### src/dmr_pkg.sv
// constants, field layout and carrier types for the mode-word decode block
// assumes one clock domain and a controller that keeps to the load timing
// How it works
// [RULE1] test-mode bit set on a mode load stores nothing else and enters test mode
// [RULE2] DLL reset request starts a DLL reset and reads back as zero
// [RULE3] controller waits 200 clocks after any DLL reset before a READ
// [RULE4] write with auto precharge delays internal precharge by write recovery clocks
// [RULE5] controller programs write recovery as 2 to 8, never reserved codes
// [RULE6] exit select 0 gives fast-exit active power-down, DLL keeps running
// [RULE7] exit select 1 gives slow-exit active power-down, DLL frozen
// [RULE8] exit select never affects precharge power-down
// [RULE9] CAS latency field selects 3 to 7 clocks; reserved codes avoided
// [RULE10] every read latency is a whole number of clocks
// [RULE11] with additive latency zero, first read data arrives m clocks after READ
// [RULE12] extended word holds its value until reloaded; array untouched
// [RULE13] controller loads the extended word only with banks idle
// [RULE14] DLL disable bit gates the DLL; each enable must be followed by reset
// [RULE15] self refresh turns the DLL off, exit re-enables and resets it
// [RULE16] controller adds precharge-all after refresh when DLL off below 25 MHz
// [RULE17] drive select 0 is full strength, 1 is reduced strength
// [RULE18] complement disable turns off DQS# and RDQS#; RDQS# needs RDQS and DQS#
// [RULE19] read strobe enable on x8 makes RDQS copy DQS during reads only
// [RULE20] output disable turns off every data and strobe output
// [RULE21] termination bits select 50, 75 or 150 ohms on data, strobe, mask pins
// [RULE22] with termination enabled the ODT pin switches it, not in self refresh
// [RULE23] controller keeps ODT low for eight clocks after a load enabling termination
// [RULE24] termination code 00 off, 01 75 ohms, 10 150 ohms, 11 50 ohms
// [RULE25] additive latency 0 to 6; read latency AL plus CL; write latency one less
package dmr_pkg;
  localparam int          WORD_W          = 14;
  localparam int          DATA_W          = 16;
  // register port offsets
  localparam logic [1:0]  OFS_MODE        = 2'h0;
  localparam logic [1:0]  OFS_EXT         = 2'h1;
  localparam logic [1:0]  OFS_STATUS      = 2'h2;
  localparam logic [1:0]  OFS_CTRL        = 2'h3;
  localparam int          CTRL_X8_BIT     = 0;
  localparam int          CTRL_CLR_BIT    = 1;
  // bank codes of the load command
  localparam logic [1:0]  BA_MODE         = 2'h0;
  localparam logic [1:0]  BA_EXT          = 2'h1;
  // mode word fields
  localparam int          MR_BL_LSB       = 0;
  localparam int          MR_CL_LSB       = 4;
  localparam int          MR_TEST_BIT     = 7;
  localparam int          MR_DLL_RST_BIT  = 8;
  localparam int          MR_WR_LSB       = 9;
  localparam int          MR_PD_BIT       = 12;
  localparam int          AP_ADDR_BIT     = 10;
  // extended word fields
  localparam int          EMR_DLL_DIS_BIT = 0;
  localparam int          EMR_DRIVE_BIT   = 1;
  localparam int          EMR_RTT_LO_BIT  = 2;
  localparam int          EMR_AL_LSB      = 3;
  localparam int          EMR_RTT_HI_BIT  = 6;
  localparam int          EMR_DQSN_DIS    = 10;
  localparam int          EMR_RDQS_EN     = 11;
  localparam int          EMR_OUT_DIS     = 12;
  localparam logic [13:0] MODE_RESET      = 14'h0000;
  localparam logic [13:0] EXT_RESET       = 14'h0000;
  // field codes
  localparam logic [2:0]  BL8_CODE        = 3'h3;
  localparam logic [2:0]  BL4_CLOCKS      = 3'h2;
  localparam logic [2:0]  BL8_CLOCKS      = 3'h4;
  localparam logic [2:0]  CL_MIN          = 3'h3;
  localparam logic [2:0]  AL_MAX          = 3'h6;
  localparam logic [3:0]  WR_MIN          = 4'h2;
  localparam logic [1:0]  RTT_OFF         = 2'h0;
  localparam logic [1:0]  RTT_75          = 2'h1;
  localparam logic [1:0]  RTT_150         = 2'h2;
  localparam logic [1:0]  RTT_50          = 2'h3;
  // timing counts in clocks
  localparam logic [7:0]  DLL_LOCK_CYCLES = 8'hC8;
  localparam logic [3:0]  ODT_HOLD_CYCLES = 4'h8;
  localparam int          FAST_EXIT_DEF   = 2;
  localparam int          SLOW_EXIT_DEF   = 7;
  // error flag positions
  localparam int          ERR_ODT_EARLY   = 0;
  localparam int          ERR_RESERVED    = 1;
  localparam int          ERR_READ_EARLY  = 2;

  typedef struct packed {
    logic        csN;
    logic        rasN;
    logic        casN;
    logic        weN;
    logic [2:0]  ba;
    logic [13:0] addr;
  } dmr_cmd_t;

  typedef struct packed {
    logic dqOe;
    logic dqsOe;
    logic dqsnOe;
    logic rdqsOe;
    logic rdqsnOe;
  } dmr_oe_t;

  typedef struct packed {
    logic [13:0] modeWord;
    logic [13:0] extWord;
    logic        x8Config;
    logic        testMode;
    logic        dllResetPulse;
    logic [7:0]  dllLockCnt;
    logic        dllNeedsReset;
    logic [15:0] rdPipe;
    logic [2:0]  burstCnt;
    logic [4:0]  apCnt;
    logic [2:0]  apBank;
    logic        precPulse;
    logic [2:0]  precBank;
    logic [7:0]  bankOpen;
    logic        selfRefresh;
    logic        powerDown;
    logic        activePd;
    logic [3:0]  exitCnt;
    logic [3:0]  odtHoldCnt;
    logic        termOn;
    logic [2:0]  errors;
    dmr_oe_t     oe;
    logic        dllEnable;
    logic        dllFrozen;
    logic        readReady;
    logic [15:0] rdata;
  } dmr_state_t;
endpackage

### src/dmr_mode_decode.sv
// mode-word and extended-mode-word decode with the behaviour they steer
// assumes command pins sampled on mclk and a register master on the plain port
`timescale 1ns/100ps
module dmr_mode_decode
  import dmr_pkg::*;
#(
  parameter int FAST_EXIT_CYCLES = FAST_EXIT_DEF,
  parameter int SLOW_EXIT_CYCLES = SLOW_EXIT_DEF
) (
  // clock and reset
  input  wire logic        mclk,
  input  wire logic        rst_n,
  // command pins from the memory controller
  input  wire dmr_cmd_t    cmd,
  input  wire logic        cke,
  input  wire logic        odt,
  // register port
  input  wire logic [1:0]  regAddr,
  input  wire logic [15:0] regWdata,
  input  wire logic        regWr,
  input  wire logic        regRd,
  output logic      [15:0] regRdata,
  // decoded controls
  output logic             dllEnable,
  output logic             dllResetPulse,
  output logic             dllFrozen,
  output logic             readReady,
  output logic             testMode,
  output logic             readFirstData,
  output logic             prechargePulse,
  output logic      [2:0]  prechargeBank,
  output logic             driveReduced,
  output logic      [1:0]  rttCode,
  output logic             termOn,
  output dmr_oe_t          outEnables
);
  if (FAST_EXIT_CYCLES < 1 || FAST_EXIT_CYCLES > 15 ||
      SLOW_EXIT_CYCLES < 1 || SLOW_EXIT_CYCLES > 15) begin : g_bad_exit
    $error("exit delay counts must lie in 1..15");
  end

  localparam logic [3:0] FAST_EXIT = 4'(FAST_EXIT_CYCLES);
  localparam logic [3:0] SLOW_EXIT = 4'(SLOW_EXIT_CYCLES);

  logic [1:0] rstSync;
  logic       rstLocalN;
  dmr_state_t st;
  dmr_state_t next_st;

  always_ff @(posedge mclk or negedge rst_n) begin
    if (!rst_n) begin
      rstSync <= 2'h0;
    end else begin
      rstSync <= {rstSync[0], 1'b1};
    end
  end
  assign rstLocalN = rstSync[1];

  // command decode, only while the clock is enabled except self refresh entry
  logic cmdSel;
  logic isLoad;
  logic isRefresh;
  logic isAct;
  logic isPre;
  logic isRead;
  logic isWrite;
  logic modeLoad;
  logic extLoad;
  assign cmdSel    = !cmd.csN;
  assign isLoad    = cmdSel && !cmd.rasN && !cmd.casN && !cmd.weN && cke;
  assign isRefresh = cmdSel && !cmd.rasN && !cmd.casN && cmd.weN;
  assign isAct     = cmdSel && !cmd.rasN && cmd.casN && cmd.weN && cke;
  assign isPre     = cmdSel && !cmd.rasN && cmd.casN && !cmd.weN && cke;
  assign isRead    = cmdSel && cmd.rasN && !cmd.casN && cmd.weN && cke;
  assign isWrite   = cmdSel && cmd.rasN && !cmd.casN && !cmd.weN && cke;
  assign modeLoad  = isLoad && (cmd.ba[1:0] == BA_MODE);
  assign extLoad   = isLoad && (cmd.ba[1:0] == BA_EXT);

  // latencies from the stored words; reserved codes fall back to the nearest legal one
  logic [2:0] clCode;
  logic [2:0] alCode;
  logic [2:0] wrCode;
  logic [2:0] clVal;
  logic [2:0] alVal;
  logic [3:0] wrVal;
  logic [2:0] blClocks;
  logic [3:0] readLat;
  logic [3:0] writeLat;
  logic [4:0] apTotal;
  logic [1:0] newRtt;
  assign clCode   = st.modeWord[MR_CL_LSB +: 3];
  assign alCode   = st.extWord[EMR_AL_LSB +: 3];
  assign wrCode   = st.modeWord[MR_WR_LSB +: 3];
  assign clVal    = (clCode < CL_MIN) ? CL_MIN : clCode; // [RULE9]
  assign alVal    = (alCode > AL_MAX) ? AL_MAX : alCode; // [RULE25]
  assign wrVal    = (wrCode == 3'h0) ? WR_MIN : ({1'b0, wrCode} + 4'h1);
  assign blClocks = (st.modeWord[MR_BL_LSB +: 3] == BL8_CODE) ? BL8_CLOCKS : BL4_CLOCKS;
  // whole-clock sums only, there is no half-clock path
  assign readLat  = {1'b0, clVal} + {1'b0, alVal}; // [RULE10] [RULE25]
  assign writeLat = readLat - 4'h1; // [RULE25]
  assign apTotal  = {1'b0, writeLat} + {2'h0, blClocks} + {1'b0, wrVal}; // [RULE4]
  assign newRtt   = {cmd.addr[EMR_RTT_HI_BIT], cmd.addr[EMR_RTT_LO_BIT]};

  always_comb begin
    logic [2:0] errSet;
    logic       readBurst;
    logic       outsOn;
    errSet  = 3'h0;
    readBurst = 1'b0;
    outsOn    = 1'b0;
    next_st = st;
    next_st.dllResetPulse = 1'b0;
    next_st.precPulse     = 1'b0;
    next_st.rdPipe        = {1'b0, st.rdPipe[15:1]};
    if (st.burstCnt != 3'h0) begin
      next_st.burstCnt = st.burstCnt - 3'h1;
    end
    if (st.rdPipe[1]) begin
      next_st.burstCnt = blClocks;
    end
    if (st.dllLockCnt != 8'h00) begin
      next_st.dllLockCnt = st.dllLockCnt - 8'h01;
    end
    if (st.exitCnt != 4'h0) begin
      next_st.exitCnt = st.exitCnt - 4'h1;
    end
    if (st.odtHoldCnt != 4'h0) begin
      next_st.odtHoldCnt = st.odtHoldCnt - 4'h1;
    end
    if (st.apCnt != 5'h00) begin
      next_st.apCnt = st.apCnt - 5'h01;
      if (st.apCnt == 5'h01) begin
        next_st.precPulse = 1'b1; // [RULE4]
        next_st.precBank  = st.apBank;
        next_st.bankOpen[st.apBank] = 1'b0;
      end
    end
    // mode word load
    if (modeLoad) begin
      if (cmd.addr[MR_TEST_BIT]) begin
        next_st.testMode = 1'b1; // [RULE1]
        next_st.modeWord[MR_TEST_BIT] = 1'b1;
      end else begin
        next_st.testMode = 1'b0;
        next_st.modeWord = cmd.addr; // [RULE1]
        next_st.modeWord[MR_DLL_RST_BIT] = 1'b0; // [RULE2]
        if (cmd.addr[MR_DLL_RST_BIT]) begin
          next_st.dllResetPulse = 1'b1; // [RULE2]
          next_st.dllLockCnt    = DLL_LOCK_CYCLES; // [RULE3]
          next_st.dllNeedsReset = 1'b0; // [RULE14]
        end
        if (cmd.addr[MR_CL_LSB +: 3] < CL_MIN || cmd.addr[MR_WR_LSB +: 3] == 3'h0) begin
          errSet[ERR_RESERVED] = 1'b1; // [RULE5] [RULE9]
        end
      end
    end
    // extended word load, held until the next one
    if (extLoad) begin
      next_st.extWord = cmd.addr; // [RULE12]
      if (st.extWord[EMR_DLL_DIS_BIT] && !cmd.addr[EMR_DLL_DIS_BIT]) begin
        next_st.dllNeedsReset = 1'b1; // [RULE14]
      end
      if (newRtt != RTT_OFF) begin
        next_st.odtHoldCnt = ODT_HOLD_CYCLES; // [RULE23]
      end
      if (cmd.addr[EMR_AL_LSB +: 3] > AL_MAX) begin
        errSet[ERR_RESERVED] = 1'b1; // [RULE25]
      end
    end
    // bank tracking, needed to tell active from precharge power-down
    if (isAct) begin
      next_st.bankOpen[cmd.ba] = 1'b1;
    end
    if (isPre) begin
      if (cmd.addr[AP_ADDR_BIT]) begin
        next_st.bankOpen = 8'h00;
      end else begin
        next_st.bankOpen[cmd.ba] = 1'b0;
      end
    end
    // read latency pipe; one outstanding auto precharge write at a time
    if (isRead) begin
      next_st.rdPipe[readLat - 4'h1] = 1'b1; // [RULE11] [RULE25]
      if (!st.readReady) begin
        errSet[ERR_READ_EARLY] = 1'b1; // [RULE3]
      end
      if (cmd.addr[AP_ADDR_BIT]) begin
        next_st.bankOpen[cmd.ba] = 1'b0;
      end
    end
    if (isWrite && cmd.addr[AP_ADDR_BIT]) begin
      next_st.apCnt  = apTotal - 5'h01; // [RULE4]
      next_st.apBank = cmd.ba;
    end
    // power-down and self refresh
    if (!st.selfRefresh && !st.powerDown) begin
      if (isRefresh && !cke) begin
        next_st.selfRefresh = 1'b1; // [RULE15]
      end else if (!cke) begin
        next_st.powerDown = 1'b1;
        next_st.activePd  = |st.bankOpen; // [RULE8]
      end
    end else if (cke && st.selfRefresh) begin
      next_st.selfRefresh   = 1'b0;
      next_st.dllResetPulse = 1'b1; // [RULE15]
      next_st.dllLockCnt    = DLL_LOCK_CYCLES; // [RULE3]
    end else if (cke && st.powerDown) begin
      next_st.powerDown = 1'b0;
      next_st.activePd  = 1'b0;
      // precharge power-down always exits on the short count
      if (st.activePd && st.modeWord[MR_PD_BIT]) begin
        next_st.exitCnt = SLOW_EXIT; // [RULE7]
      end else begin
        next_st.exitCnt = FAST_EXIT; // [RULE6] [RULE8]
      end
    end
    if (odt && st.odtHoldCnt != 4'h0) begin
      errSet[ERR_ODT_EARLY] = 1'b1; // [RULE23]
    end
    // register port
    if (regWr && regAddr == OFS_CTRL) begin
      next_st.x8Config = regWdata[CTRL_X8_BIT];
      if (regWdata[CTRL_CLR_BIT]) begin
        next_st.errors = 3'h0;
      end
    end
    // a new error beats a clear in the same cycle
    next_st.errors = next_st.errors | errSet;
    next_st.rdata  = 16'h0000;
    if (regRd) begin
      unique case (regAddr)
        OFS_MODE:   next_st.rdata = {2'h0, st.modeWord}; // [RULE2]
        OFS_EXT:    next_st.rdata = {2'h0, st.extWord};
        OFS_STATUS: next_st.rdata = {4'h0, st.errors, st.dllNeedsReset, st.readReady,
                                     st.selfRefresh, st.powerDown, st.activePd, st.testMode,
                                     st.termOn, st.dllEnable, st.dllFrozen};
        OFS_CTRL:   next_st.rdata = {15'h0000, st.x8Config};
      endcase
    end
    // derived outputs, registered so each leaves straight from a flop
    next_st.dllEnable = !next_st.extWord[EMR_DLL_DIS_BIT] && !next_st.selfRefresh; // [RULE14] [RULE15]
    next_st.dllFrozen = next_st.powerDown && next_st.activePd &&
                        next_st.modeWord[MR_PD_BIT]; // [RULE6] [RULE7] [RULE8]
    next_st.readReady = (next_st.dllLockCnt == 8'h00) && (next_st.exitCnt == 4'h0) &&
                        !next_st.selfRefresh && !next_st.powerDown;
    next_st.termOn    = odt && !next_st.selfRefresh && (next_st.odtHoldCnt == 4'h0) &&
                        ({next_st.extWord[EMR_RTT_HI_BIT], next_st.extWord[EMR_RTT_LO_BIT]}
                         != RTT_OFF); // [RULE22] [RULE23]
    readBurst = (next_st.burstCnt != 3'h0);
    outsOn    = !next_st.extWord[EMR_OUT_DIS];
    next_st.oe.dqOe    = outsOn && readBurst; // [RULE20]
    next_st.oe.dqsOe   = outsOn && readBurst; // [RULE20]
    next_st.oe.dqsnOe  = outsOn && readBurst && !next_st.extWord[EMR_DQSN_DIS]; // [RULE18]
    // the strobe copy is read-only; writes never sample it
    next_st.oe.rdqsOe  = outsOn && readBurst && next_st.extWord[EMR_RDQS_EN] &&
                         next_st.x8Config; // [RULE19]
    next_st.oe.rdqsnOe = next_st.oe.rdqsOe && !next_st.extWord[EMR_DQSN_DIS]; // [RULE18]
  end

  always_ff @(posedge mclk or negedge rstLocalN) begin
    if (!rstLocalN) begin
      st          <= '0;
      st.modeWord <= MODE_RESET;
      st.extWord  <= EXT_RESET;
    end else begin
      st <= next_st;
    end
  end

  assign regRdata       = st.rdata;
  assign dllEnable      = st.dllEnable;
  assign dllResetPulse  = st.dllResetPulse;
  assign dllFrozen      = st.dllFrozen;
  assign readReady      = st.readReady;
  assign testMode       = st.testMode;
  assign readFirstData  = st.rdPipe[0];
  assign prechargePulse = st.precPulse;
  assign prechargeBank  = st.precBank;
  assign driveReduced   = st.extWord[EMR_DRIVE_BIT]; // [RULE17]
  assign rttCode        = {st.extWord[EMR_RTT_HI_BIT], st.extWord[EMR_RTT_LO_BIT]}; // [RULE21] [RULE24]
  assign termOn         = st.termOn;
  assign outEnables     = st.oe;
endmodule // dmr_mode_decode

### config.mk
export PLATFORM = sky130hd
export DESIGN_NAME = dmr_mode_decode
export DESIGN_NICKNAME = d
export VERILOG_FILES = /design/src/dmr_pkg.sv /design/src/dmr_mode_decode.sv
export SDC_FILE = /design/constraint.sdc
export NUM_CORES = 1
export LEC_CHECK = 0
export BUFFER_PORTS_ARGS = -buffer_cell sky130_fd_sc_hd__buf_4
export CAP_MARGIN = 20
export CORE_AREA = 2 2 112 114
export DETAILED_ROUTE_END_ITERATION = 10
export DIE_AREA = 0 0 114 116
export GPL_TIMING_DRIVEN = 0
export MAX_ROUTING_LAYER = met4
export PLACE_DENSITY = 0.7
export SETUP_SLACK_MARGIN = 0.1
export SYNTH_ARGS = -nofsm -noshare
export SYNTH_HDL_FRONTEND = slang
export SYNTH_SLANG_ARGS = --single-unit
### constraint.sdc
create_clock -name mclk -period 4.7 [get_ports mclk]
set_clock_uncertainty 0.2 [all_clocks]
set_input_delay 0.94 -clock mclk [delete_from_list [all_inputs] [get_ports mclk]]
set_output_delay 0.94 -clock mclk [all_outputs]
set_load 0.03 [all_outputs]
==> results.md <==
CTS:
- The setup fix buffers added after clock tree synthesis is 0.
- The number of hold buffers added after CTS was 0.
- The cell sitting at the root of the clock tree is a clkbuf_16.
- The clock reaches the later pin of the worst-skew pair after between 400 and 500 ps.
- The clock passes through at most 2 buffers.
- After clock tree synthesis, the clock-pin slew on the worst setup and hold paths is 50 ps.
- Clock tree synthesis inserted a total of 17 buffers.
- The number of cells upsized or downsized after cts is 0.
- The H-tree was split into 4 levels.
- For this design, the sink count on the clock tree is 115.
- The TritonCTS clock tree is built.

Finish:
- The net count of the finished layout is 719.
- The post-route netlist has between 20% and 30% of its cells at a drive strength greater than 1.
- Relative to the synthesized area, the layout overhead comes to 21.78%.
- Leaving out fill and tap cells, the most frequent cell in the layout is dfrtp_1.
- At the end of the flow the core is filled with cells to 60.32%.
- 0 antenna diodes ended up in the layout.
- Once layout is done, the placed cells without fillers occupy slightly above 0.007 mm2.
- Leaving out fill and tap cells, the most frequent cells in the layout are 114 x dfrtp_1, 87 x buf_4, 51 x nand2_1, 41 x inv_1.

Global routing:
- The via count of the first global-routing pass came to between 4000 and 5000.
- The global routing usage summed across all routing layers is 21.87%.
- After global routing the overflow that remains totals 0.
- The largest net degree at the start of global routing is 70.
- The initial antenna violation count is 0.
- The first global-routing pass estimated 21660 um of wire.

Worst setup path:
- The most critical setup path has its startpoint at clCode[2].
- The endpoint of the worst setup timing path is st[58].
- The startpoint of the most critical register-to-register path is clCode[2].
- The maximum net fanout on the critical path is 4.
- The endpoint identified for the worst register-to-register timing path is st[58].
- Counting cells, the worst reg-to-reg path comes to 17.
- For the worst setup path, the data arrival time is 3920 ps.
- The reg2reg setup slack is 910 ps.
- The worst setup path is of the reg -> reg kind.
- At the worst endpoint, the required time is 4830 ps.
- STA classifies the critical path startpoint as a flop.
- The worst setup path is captured at a flop.

Drt:
- The first detailed-routing pass took 6 iterations.
- Once detail routing completed, the nets flagged for antenna violations numbered 0.
- The final route contains 4381 vias.
- Dividing the detail-routed wire length by the instance count gives approximately 16 um.
- The first-iteration detailed-routing DRC count is 351.
- Summed over all layers, the routed wires come to 12970 um.
- The detailed-route DRC error count is 0.
- Using the TritonRoute via totals, the vias-per-cell ratio works out to 5.415.

Power and ir drop:
- The static leakage is 3.530 nW.
- The maximum vdd drop is 297.5 uV.
- For this design the ratio of total power to cell area is 546.2 mW/mm2.

Floorplan:
- The number of placement rows is 40.
- Measured along the y axis, the die boundary spans around 120 um.
- The floorplan step defined a core boundary enclosing about 0.012 mm2.
- The horizontal die dimension is 114 um.
- 80 I/O pins were placed.
- The full die area is 0.01322 mm2.
- The starting utilization of the core area is 49.53%.

Timing:
- The final number of hold-violating endpoints is 0.
- Setup violations remaining at the end of the flow were counted as 0.
- The total negative slack is 0 ps.
- Headroom to the max-slew limit came out at between 40% and 50%.
- The max-slew violation total from the final report is 0.
- For the pin with the worst max-slew slack, the measured transition is 782.9 ps.
- The final period demand of the worst path is 3794 ps.
- Setup repair after global routing left no endpoint under its margin.
- The maximum clock rate is 263.6 MHz.
- The worst path uses around four fifths of the clock period.

Placement:
- Detailed placement ended at an HPWL of 9288 um.
- Buffers placed on the I/O ports in this run total 61.
- After detailed placement, the total cell area comes to 0.006576 mm2.
- At the end of routability-driven placement, the weighted congestion stood at 0.8772.

Yosys:
- Synthesis handed over a netlist of 567 instances.
- The average footprint of a synthesized cell is roughly 10 um2.
- The number of register bits inferred by synthesis is 115.
- The share of flip-flops with an asynchronous set or reset after synthesis is 100.0%.
- The cell area that synthesis handed to floorplanning was 0.005899 mm2.
- The number of library cell types mapped by synthesis is 59.
- In the synthesized netlist the dominant register cell turns out to be dfrtp_1.
- In this run, synthesis inferred 0 flip-flops with an integrated enable.
- The sequential area share after synthesis is between 40% and 50%.
- The number of warnings printed during yosys synthesis is 0.

Outcome:
- The run finished with clean final reports.

Hold path:
- In this run the worst hold path is classified as in -> async.

Job:
- The tool flagged a number of max-cap violations equal to 0.
[cells by family after synthesis]
family / after synthesis / synth area share (%)
and+or+nand+nor: 178 / 15.89
DFF: 115 / 48.78
AOI/OAI and AO/OA: 102 / 11.26
buffers and inverters: 84 / 7.190
muxes: 47 / 8.865
adders and majority gates: 25 / 5.811
xor gates and xnor gates: 14 / 2.078
other: 2 / 0.1273
[metal layers]
layer / vias up / track usage (%) / routed length (um)
li1: 2111 / - / -
met5: - / - / 0
met3: 9 / 3.766 / 534
met4: 0 / 8.455 / 144
met1: 2157 / 27.96 / 5895
met2: 104 / 35.04 / 6399
[critical path, stage by stage (launching register included)]
cell and delay (ps):
dfrtp_1 370, inv_1 110, nor2_1 70, ha_1 280
inv_1 60, ha_1 130, inv_1 50, fa_1 370
xnor2_1 350, inv_1 150, ha_1 300, inv_1 40
ha_1 310, fa_1 430, xnor2_1 200, xnor2_1 140
nand2_1 70, o21ai_0 70
[sequential cells by signal, summed over array words and instances (netlist names)]
| signal | count |
|---|---|
| dllResetPulse | 1 |
| st | 75 |
| testMode | 1 |
| dllFrozen | 1 |
| termOn | 1 |
| prechargePulse | 1 |
| readReady | 1 |
| outEnables | 4 |
| rttCode | 2 |
| prechargeBank | 3 |
| alCode | 3 |
| driveReduced | 1 |
| dllEnable | 1 |
| rstSync | 2 |
| clCode | 3 |
| readFirstData | 1 |
| regRdata | 14 |
[per-stage QoR]
step / instances / hold slack (ps) / total power, mW / setup slack [ps]
2_1_floorplan: 568 / 131.2 / 2.292 / 1059
3_3_place_gp: 776 / 136.8 / 2.557 / -220.5
3_5_place_dp: 777 / 145.0 / 2.611 / 866.1
4_1_cts: 809 / 88.80 / 3.952 / 865.7
5_1_grt: 809 / 92.25 / 4.186 / 560.3
6_report: 809 / 105.8 / 3.924 / 905.8
[layout make-up]
type                    instances  area, um2
multi-input cells             369       2601
repair buffers                 62      485.5
well taps                     147      183.9
inverters                      41      153.9
plain buffers                  43      270.3
clock inverters                14      178.9
fillers                       976       4727
flip-flops and latches        115       2882
clock buffers                  18      429.2
[synth_stat cells (all sizes together) (8+ instances only)]
cell / count / area, um2
ha: 21 / 262.8
clkbuf: 12 / 45.04
a21o: 9 / 67.56
nand2b: 10 / 62.56
buf: 31 / 225.2
and2: 16 / 100.1
nor2: 36 / 135.1
mux2: 29 / 330.3
inv: 41 / 153.9
o21bai: 8 / 60.06
mux2i: 17 / 170.2
nand2: 51 / 191.4
nor3: 13 / 76.33
nand3: 14 / 82.58
o21ai: 36 / 180.2
a21oi: 14 / 70.07
dfrtp: 115 / 2878
xnor2: 10 / 87.58
[worst min path at each step]
stage | startpoint | end | slack, ps | depth (start not counted)
floorplan | rstSync[0] | rstSync[1] | 130 | 0
global placement | rstSync[0] | rstSync[1] | 140 | 0
detailed placement | rstSync[0] | rstSync[1] | 140 | 0
CTS | rst_n | rstSync[1] | 90 | 1
global route | rst_n | rstSync[1] | 90 | 1
finish | rst_n | rstSync[1] | 110 | 1
[report_power, final]
part	internal (mW)	switching, mW
registers	1.20	0.183
logic	0.569	0.646
clock network	0.841	0.481
Note: power is estimated with default switching activity, not from simulation.
